### config.mk
export PLATFORM = sky130hd
export DESIGN_NAME = sap_port
export DESIGN_NICKNAME = d
export VERILOG_FILES = /design/src/sap_pkg.sv /design/src/sap_port.sv /design/src/sap_fifo.sv
export SDC_FILE = /design/constraint.sdc
export NUM_CORES = 1
export LEC_CHECK = 0
export BUFFER_PORTS_ARGS = -buffer_cell sky130_fd_sc_hd__buf_2
export CAP_MARGIN = 30
export CORE_ASPECT_RATIO = 1.75
export CORE_MARGIN = 3
export CORE_UTILIZATION = 45
export CTS_BUF_LIST = sky130_fd_sc_hd__clkbuf_4
export DETAILED_ROUTE_END_ITERATION = 6
export PLACE_DENSITY = 0.64
export SLEW_MARGIN = 40
export SYNTH_ARGS = -nofsm -noshare
export SYNTH_HDL_FRONTEND = slang
export SYNTH_SLANG_ARGS = --single-unit
### constraint.sdc
create_clock -name clk -period 2.36 [get_ports clk]
set_input_delay 0.236 -clock clk [delete_from_list [all_inputs] [get_ports clk]]
set_output_delay 0.236 -clock clk [all_outputs]
set_load 0.1 [all_outputs]
### src/sap_pkg.sv
package sap_pkg;

  localparam int RESULT_BITS    = 8;
  localparam int REQ_BITS       = 4;
  localparam int NULL_BITS      = 2;
  localparam int MUX_BITS       = 2;
  localparam int DUMMY_BITS     = 2;
  localparam int DRIVE_FALL_NUM = 5;
  localparam int FIFO_DEPTH     = 8;
  localparam int CNT_W          = 4;
  localparam int MUX_MSB        = 3;
  localparam int MUX_LSB        = 2;

  localparam logic [CNT_W-1:0] CNT_ZERO = 4'h0;
  localparam logic [CNT_W-1:0] CNT_ONE  = 4'h1;

  // Mux setting as it leaves the port: positive and negative channel choice
  typedef struct packed {
    logic       single_ended;
    logic       pos_is_b;
  } sap_mux_type;

  typedef struct packed {
    sap_mux_type                  mux;
    logic [RESULT_BITS-1:0]       data;
  } sap_sample_type;

  localparam int SAMPLE_W = $bits(sap_sample_type);

  // Default map from the two select bits to a configuration, index = bits
  localparam logic [7:0] MUX_MAP_DEFAULT = 8'hB1;

endpackage

### src/sap_port.sv
// Behaviour
// - Port is active while chip select low, idle while it is high.
// - Two-channel variant powers down when chip select high or not converting.
// - Result is eight bits, shifted out most significant bit first.
// - After the result, further shift clocks output zeros without limit.
// - Exchange begins on chip select falling edge, driven by the host.
// - Fixed variant enables serial output on first shift clock after select falls.
// - Two null bit periods precede the first result bit.
// - Chip select rising returns the port to idle.
// - Two-channel variant samples serial input on shift clock rising edge.
// - Serial output changes on each shift clock rising edge.
// - Leading input zeros are ignored; the first one is the start bit.
// - Exactly four request bits follow the start bit.
// - First two request bits select the multiplexer configuration.
// - Last two request bits give 2.5 clocks acquisition before conversion.
// - After the request, serial input is ignored until next select cycle.
// - Fixed variant takes no request and converts its differential pair.
// - Single-ended configurations measure the channel against ground.
// - Trailing two request bits are accepted with any value and ignored.
// - Shared wire: output driven low on fifth falling edge after start bit.
`timescale 1ns/10ps
`default_nettype none
module sap_port
  import sap_pkg::*;
#(
  parameter bit         TWO_CHANNEL = 1'b1,
  parameter logic [7:0] MUX_MAP     = MUX_MAP_DEFAULT,
  parameter int         FIFO_DEPTH_P = FIFO_DEPTH
) (
  input  wire logic                   clk,
  input  wire logic                   srst,
  input  wire logic                   cs_n_pin,
  input  wire logic                   sclk_pin,
  input  wire logic                   din_pin,
  output logic                        dout_o,
  output logic                        dout_oe,
  input  wire logic [RESULT_BITS-1:0] conv_data,
  input  wire logic                   conv_valid,
  output logic                        conv_ready,
  output logic                        sample_start,
  output sap_mux_type                 mux_sel,
  output logic                        powered_up,
  output logic                        busy
);
  //////////////////////////////////////////////////////////////////////////////
  // Pin synchronisers; first stage feeds nothing but the second
  logic [2:0] meta_reg;
  logic [2:0] sync_reg;
  logic       sclk_d_reg;
  logic       cs_n_d_reg;

  always_ff @(posedge clk) begin
    if (srst) begin
      meta_reg   <= 3'h7;
      sync_reg   <= 3'h7;
      sclk_d_reg <= 1'h1;
      cs_n_d_reg <= 1'h1;
    end else begin
      meta_reg   <= {cs_n_pin, sclk_pin, din_pin};
      sync_reg   <= meta_reg;
      sclk_d_reg <= sync_reg[1];
      cs_n_d_reg <= sync_reg[2];
    end
  end

  logic cs_n;
  logic din;
  logic sclk_rise;
  logic sclk_fall;
  logic cs_fall;
  assign cs_n      = sync_reg[2];
  assign din       = sync_reg[0];
  assign sclk_rise = sync_reg[1] && !sclk_d_reg;
  assign sclk_fall = !sync_reg[1] && sclk_d_reg;
  assign cs_fall   = !cs_n && cs_n_d_reg;

  //////////////////////////////////////////////////////////////////////////////
  // Result FIFO: the converter core fills it, each exchange takes at most one word
  logic [SAMPLE_W-1:0] fifo_out;
  logic                fifo_valid;
  logic                fifo_pop;

  sap_fifo #(
    .WIDTH (SAMPLE_W),
    .DEPTH (FIFO_DEPTH_P)
  ) u_fifo (
    .clk       (clk),
    .srst      (srst),
    .in_data   ({mux_sel, conv_data}),
    .in_valid  (conv_valid),
    .in_ready  (conv_ready),
    .out_data  (fifo_out),
    .out_valid (fifo_valid),
    .out_ready (fifo_pop)
  );

  //////////////////////////////////////////////////////////////////////////////
  // Exchange sequencer
  typedef enum logic [2:0] {
    ST_IDLE,
    ST_HUNT,
    ST_REQ,
    ST_NULL,
    ST_DATA,
    ST_ZERO
  } sap_state_type;

  sap_state_type          state_reg;
  sap_state_type          state_next;
  logic [CNT_W-1:0]       cnt_reg;
  logic [CNT_W-1:0]       cnt_next;
  logic [REQ_BITS-1:0]    req_reg;
  logic [REQ_BITS-1:0]    req_next;
  logic [RESULT_BITS-1:0] shift_reg;
  logic [RESULT_BITS-1:0] shift_next;
  logic [CNT_W-1:0]       fall_reg;
  logic [CNT_W-1:0]       fall_next;
  logic                   dout_next;
  logic                   oe_next;
  logic                   start_next;
  sap_mux_type            mux_next;
  logic                   pwr_next;
  logic                   busy_next;

  function automatic sap_mux_type map_sel(input logic [MUX_BITS-1:0] sel);
    map_sel = sap_mux_type'(MUX_MAP[{sel, 1'b0} +: 2]);
  endfunction

  always_comb begin
    state_next = state_reg;
    cnt_next   = cnt_reg;
    req_next   = req_reg;
    shift_next = shift_reg;
    fall_next  = fall_reg;
    dout_next  = dout_o;
    oe_next    = dout_oe;
    start_next = 1'b0;
    mux_next   = mux_sel;
    pwr_next   = powered_up;
    busy_next  = busy;
    fifo_pop   = 1'b0;
    case (state_reg)
      ST_IDLE: begin
        if (cs_fall) begin
          busy_next = 1'b1;
          pwr_next  = !TWO_CHANNEL;
          cnt_next  = CNT_ZERO;
          fall_next = CNT_ZERO;
          if (TWO_CHANNEL) begin
            state_next = ST_HUNT;
          end else begin
            mux_next   = '0;
            state_next = ST_NULL;
          end
        end
      end
      ST_HUNT: begin
        if (sclk_rise && din) begin
          pwr_next   = 1'b1;
          cnt_next   = CNT_ZERO;
          state_next = ST_REQ;
        end
      end
      ST_REQ: begin
        if (sclk_rise) begin
          req_next = {req_reg[REQ_BITS-2:0], din};
          cnt_next = cnt_reg + CNT_ONE;
          if (cnt_reg == CNT_W'(MUX_BITS - 1)) begin
            // single-ended flag means the minus side is ground
            mux_next   = map_sel({req_reg[0], din});
            start_next = 1'b1; // acquisition runs through dummy bits
          end
          if (cnt_reg == CNT_W'(REQ_BITS - 1)) begin
            cnt_next   = CNT_ZERO;
            state_next = ST_NULL;
          end
        end
        if (sclk_fall) begin
          fall_next = fall_reg + CNT_ONE;
          if (fall_reg == CNT_W'(DRIVE_FALL_NUM - 1)) begin
            dout_next = 1'b0;
            oe_next   = 1'b1;
          end
        end
      end
      ST_NULL: begin
        if (sclk_fall && TWO_CHANNEL && !dout_oe) begin
          dout_next = 1'b0;
          oe_next   = 1'b1;
        end
        if (sclk_rise) begin
          dout_next = 1'b0;
          oe_next   = 1'b1;
          cnt_next  = cnt_reg + CNT_ONE;
          if (cnt_reg == CNT_W'(NULL_BITS)) begin
            // Missing sample reads as zero rather than stalling the host clock
            shift_next = fifo_valid ? fifo_out[RESULT_BITS-1:0] : '0;
            fifo_pop   = fifo_valid;
            dout_next  = shift_next[RESULT_BITS-1];
            cnt_next   = CNT_ONE;
            state_next = ST_DATA;
          end
        end
      end
      ST_DATA: begin
        if (sclk_rise) begin
          shift_next = {shift_reg[RESULT_BITS-2:0], 1'b0};
          dout_next  = shift_next[RESULT_BITS-1];
          cnt_next   = cnt_reg + CNT_ONE;
          if (cnt_reg == CNT_W'(RESULT_BITS - 1)) begin
            pwr_next   = !TWO_CHANNEL;
            state_next = ST_ZERO;
          end
        end
      end
      ST_ZERO: begin
        if (sclk_rise) begin
          dout_next = 1'b0;
        end
      end
      default: begin
        state_next = ST_IDLE;
      end
    endcase
    if (cs_n && state_reg != ST_IDLE) begin
      state_next = ST_IDLE;
      oe_next    = 1'b0;
      dout_next  = 1'b0;
      pwr_next   = 1'b0;
      busy_next  = 1'b0;
      start_next = 1'b0;
      fifo_pop   = 1'b0;
    end
  end

  always_ff @(posedge clk) begin
    if (srst) begin
      state_reg    <= ST_IDLE;
      cnt_reg      <= CNT_ZERO;
      req_reg      <= '0;
      shift_reg    <= '0;
      fall_reg     <= CNT_ZERO;
      dout_o       <= 1'b0;
      dout_oe      <= 1'b0;
      sample_start <= 1'b0;
      mux_sel      <= '0;
      powered_up   <= 1'b0;
      busy         <= 1'b0;
    end else begin
      state_reg    <= state_next;
      cnt_reg      <= cnt_next;
      req_reg      <= req_next;
      shift_reg    <= shift_next;
      fall_reg     <= fall_next;
      dout_o       <= dout_next;
      dout_oe      <= oe_next;
      sample_start <= start_next;
      mux_sel      <= mux_next;
      powered_up   <= pwr_next;
      busy         <= busy_next;
    end
  end
endmodule
`default_nettype wire

### src/sap_fifo.sv
`timescale 1ns/10ps
`default_nettype none
module sap_fifo #(
  parameter int WIDTH = 8,
  parameter int DEPTH = 8
) (
  input  wire logic             clk,
  input  wire logic             srst,
  input  wire logic [WIDTH-1:0] in_data,
  input  wire logic             in_valid,
  output logic                  in_ready,
  output logic [WIDTH-1:0]      out_data,
  output logic                  out_valid,
  input  wire logic             out_ready
);
  localparam int AW = $clog2(DEPTH);

  logic [WIDTH-1:0] mem [DEPTH];
  logic [AW-1:0]    wr_reg;
  logic [AW-1:0]    wr_next;
  logic [AW-1:0]    rd_reg;
  logic [AW-1:0]    rd_next;
  logic [AW:0]      cnt_reg;
  logic [AW:0]      cnt_next;
  logic             push;
  logic             pop;
  logic             ready_next;

  function automatic logic [AW-1:0] bump(input logic [AW-1:0] p);
    bump = (p == AW'(DEPTH - 1)) ? '0 : p + 1'b1;
  endfunction

  always_comb begin
    out_valid  = (cnt_reg != '0);
    out_data   = mem[rd_reg];
    push       = in_valid && in_ready;
    pop        = out_valid && out_ready;
    wr_next    = push ? bump(wr_reg) : wr_reg;
    rd_next    = pop ? bump(rd_reg) : rd_reg;
    cnt_next   = cnt_reg + (AW+1)'(push) - (AW+1)'(pop);
    // Ready taken from the next count so the port comes straight from a flop
    ready_next = (cnt_next != (AW+1)'(DEPTH));
  end

  always_ff @(posedge clk) begin
    if (srst) begin
      wr_reg   <= '0;
      rd_reg   <= '0;
      cnt_reg  <= '0;
      in_ready <= 1'b1;
    end else begin
      wr_reg   <= wr_next;
      rd_reg   <= rd_next;
      cnt_reg  <= cnt_next;
      in_ready <= ready_next;
    end
    if (push) begin
      mem[wr_reg] <= in_data;
    end
  end
endmodule
`default_nettype wire

==> results summary <==
The endpoint of the lowest-slack register-to-register path is u_fifo.in_ready. The number of inserted filler cells in the final layout is 875. At the pin with the least slew margin, the transition time is between 0.5 and 0.6 ns. The launch instance of the worst min-delay path is conv_data[4]. The deepest level of the CTS H-tree is 3.

The overall routing resource usage is 16.76%. The share of synthesized flip-flops with an asynchronous set or reset came out at 0%. The area overhead of the layout relative to synthesis is 13.48%.

The I/O pin total came out at 22. The overall die area came out at about 0.012 sq mm. The total count of max-transition violations in the final report came out at 0. The portion of the clock cycle consumed by the worst path in the final layout came out at 105.6%.

The total count of hold-check failures in the final report is 0. The maximum VDD drop came out at 428.9 uV. The maximum number of pins on one net before global-route repair is 33.

After legalization and detailed placement, the total HPWL measured 6723 um. Counting cells, the worst reg-to-reg path comes to 11. The cell family contributing the most delay on the critical path is adder cells. The worst relative slew slack came out at 61.28%. The startpoint kind of the worst setup timing path is a register. Across all layers, the routed design uses 3098 vias.

In this run the worst hold path is classified as primary input to register. The source-to-sink clock delay at the later pin of the worst-skew pair came out at around 0.46 ns. Once detail routing completed, the nets flagged for antenna violations numbered 0. The worst hold path depth is 1. The most critical setup path has its startpoint at u_fifo.cnt_reg[2].

The cell at the slowest stage of the critical path is sky130_fd_sc_hd__fa_2. The cell count along the critical path came out at 11. Hold is met by 0.04105 ns. The average instance area after synthesis came out at 12.55 sq um. The run finished, with violations left. Setup repair after global routing could not meet its margin everywhere. The number of sinks driven by the clock tree came out at ~110. The number of nets in the synthesized netlist is about 400. For this run the aggregate overflow at the end of global routing stands at 0. The non-filler instance count after layout is 566. The type of the worst setup path is register to register.

The final standard cell utilization of the core came out at 52.65%. The setup slack on the worst flop-to-flop path is -0.13 ns. In the routed design, unresolved DRC markers number 0. The largest buffer count on any clock path is 2.

The ratio of total power to cell area is between 700 and 800 mW/mm^2. The worst endpoint data arrival time is about 2.9 ns. The flip-flop count of the largest register, all copies and words added came out at between 60 and 70. The critical path ends at u_fifo.in_ready.

The first-pass GRT wire length is 15280 um. Counting every instance in the synthesized netlist gives 383. In the synthesized netlist the dominant register cell turns out to be sky130_fd_sc_hd__edfxtp_1.

The final reports fail on setup timing. TritonCTS built the clock tree. The post-route minimum period came out at 2.492 ns. In this run the standard cell core region covers 0.01036 sq mm. The number of rows created at floorplan came out at 49. The number of maximum-capacitance violations came out at 0. The sequential share of the synthesized area is 59.97%. The total buffers and inverters traversed by the critical path is 2. Wires add up to 9354 um. Setup violations remaining at the end of the flow were counted as 4.

The count of flip-flops with a built-in enable after synthesis came out at 64. STA classifies the critical path endpoint as a register. The via count of the first global-routing pass came to 3042. Walking the worst path, the cells encountered are inv_2, ha_2, or3b_1, and4b_1, and2b_2, ha_4, inv_2, ha_4, fa_2, nor2_1, nand3_1.

The smallest setup slack after layout is -0.1318 ns. The synthesized netlist occupies a cell area of ~0.0048 sq mm. Across the whole layout, storage elements account for a little under 0.003 sq mm. The port buffer count came out at 21.

The fraction of final layout cells sized beyond drive strength 1 came out at 26.71%. The starting DRC count in detailed routing came out at 189. In the final design database the tool counted 462 nets. In this run, CTS created clock tree buffers numbering 9. After synthesis the netlist holds a flip-flop and latch count of 112. Synthesis instantiated 59 different standard cells from the library. The required time of the worst setup path came out at 2.72 ns. The maximum net fanout on the critical path is 2. The initial antenna violation count is 1. After clock tree synthesis, the clock-pin slew on the worst setup and hold paths is 0.16 ns. The setup clock skew after layout came out at 0.01135 ns.

Once placement completed, the tool counted placed cells totaling 542. The vertical extent of the die is 142.7 um. The combined area of the multi-input logic cells is between 0.0015 and 0.002 sq mm. The routed wirelength normalized by instance count came out at 16.53 um. The horizontal extent of the die is 84.13 um. The placer congestion estimate came out at slightly below 0.9. The worst stage delay on the critical path is around 0.44 ns. The CTS root buffer is sky130_fd_sc_hd__clkbuf_4.

The via count normalized by instance count is 5.473. The first-pass iteration count of the detailed router came out at 4. Yosys printed 0 warnings. The leakage power of the design came out at ~0.002 uW. The reg-to-reg startpoint is u_fifo.cnt_reg[2]. For this run, the top clock speed supported by timing is 401.3 MHz. The initial core utilization came out at 46.40%.
-- layer usage --
layer	GRT usage, %	vias to the layer above	routed length, um
li1	-	1502	-
met1	17.47	1504	3558
met2	30.64	72	5198
met3	2.771	20	293
met4	10.93	0	303
met5	0	-	0
-- metrics by stage --
step | worst slack, ns | total power, uW | setup TNS (ns) | instance area, sq um
final | -0.1318 | 3842 | -0.3773 | 5455
after global routing | -0.2488 | 4028 | -0.8044 | 5455
after CTS | -0.1508 | 3855 | -0.4353 | 5433
after detailed placement | -0.1711 | 2900 | -0.4803 | 5238
after global placement | -0.1002 | 2878 | -0.2183 | 5238
after floorplan | -0.1032 | 2703 | -0.2560 | 4852
-- worst min path at each step --
stage / end / slack, ns
finish: u_fifo.mem[5][4] / 0.04
global route: u_fifo.mem[4][2] / 0.02
CTS: u_fifo.mem[5][4] / 0.01
detailed placement: sync_reg[2] / 0.41
global placement: sync_reg[2] / 0.40
floorplan: u_fifo.mem[0][0] / 0.33
-- synthesized netlist by cell type (all sizes together), types with 3 or more instances --
cell type  number  area share [%]
o21ai          13             1.4
clkbuf          6            0.47
or2             9             1.2
nor2           30             2.3
a21oi          32             3.4
mux2i           9             1.9
ha             14             3.6
mux4           15             7.0
edfxtp         64              40
dfxtp          48              20
o32ai           3            0.55
nand2          33             2.6
o21a            3            0.47
buf            12             1.5
nand2b          6            0.78
a21o            4            0.62
nand3           4            0.42
a221oi          3            0.68
a31oi           3            0.39
nor2b           5            0.65
nor3           10             1.1
inv            18             1.4
-- logic make-up (layout without fill, tap and decap cells) --
group                    count (synthesis)  count (layout)  share of synthesized area, %
adder cells (fa/ha/maj)                 15              15                         4.060
AND/OR/NAND/NOR                        118             118                         13.20
other                                    0               1                             0
XOR/XNOR                                 4               4                        0.7289
multiplexers                            25              25                         9.136
AO/OA/AOI/OAI                           73              73                         9.501
flip-flops                             112             112                         59.97
buffers and inverters                   36              91                         3.410
-- report_power, final --
part           leakage (uW)  switching [uW]  internal [uW]
Sequential         0.000971            46.4           2180
Combinational      0.000934             401            292
Clock             0.0000677             595            331
-- area by class of cell --
| type | instances | area share (%) |
|---|---|---|
| timing repair buffer | 57 | 7.018 |
| clock buffer | 10 | 1.376 |
| sequential | 112 | 52.89 |
| multi-input combinational | 235 | 33.39 |
| antenna | 1 | 0.04587 |
| clock inverter | 6 | 1.124 |
| inverter | 18 | 1.239 |
| tap | 127 | 2.913 |
-- repair_timing --
item	4_1_cts	5_1_grt
endpoints found under the setup margin	4	4
pin swaps	2	4
gates resized for setup	4	2
hold endpoints to repair	3	0
hold buffers	3	0
buffers inserted	3	1
-- placed cells by master (no fill, tap or decap), types with 3 or more instances in the layout --
cell and count:
sky130_fd_sc_hd__nand3_1 4, sky130_fd_sc_hd__nand2b_1 6, sky130_fd_sc_hd__o21ai_0 12, sky130_fd_sc_hd__inv_1 15, sky130_fd_sc_hd__dlygate4sd3_1 3, sky130_fd_sc_hd__buf_4 33, sky130_fd_sc_hd__clkbuf_4 10, sky130_fd_sc_hd__a21o_1 4
sky130_fd_sc_hd__dfxtp_1 46, sky130_fd_sc_hd__edfxtp_1 64, sky130_fd_sc_hd__nor3_1 9, sky130_fd_sc_hd__a21oi_1 30, sky130_fd_sc_hd__mux2i_1 9, sky130_fd_sc_hd__nor2_1 30, sky130_fd_sc_hd__ha_1 10, sky130_fd_sc_hd__a31oi_1 3
sky130_fd_sc_hd__nor2b_1 5, sky130_fd_sc_hd__or2_2 9, sky130_fd_sc_hd__inv_2 3, sky130_fd_sc_hd__mux4_2 15, sky130_fd_sc_hd__o32ai_1 3, sky130_fd_sc_hd__ha_4 3, sky130_fd_sc_hd__buf_2 21, sky130_fd_sc_hd__o21a_1 3
sky130_fd_sc_hd__nand2_1 33
Power figures use the tool's default switching activity.
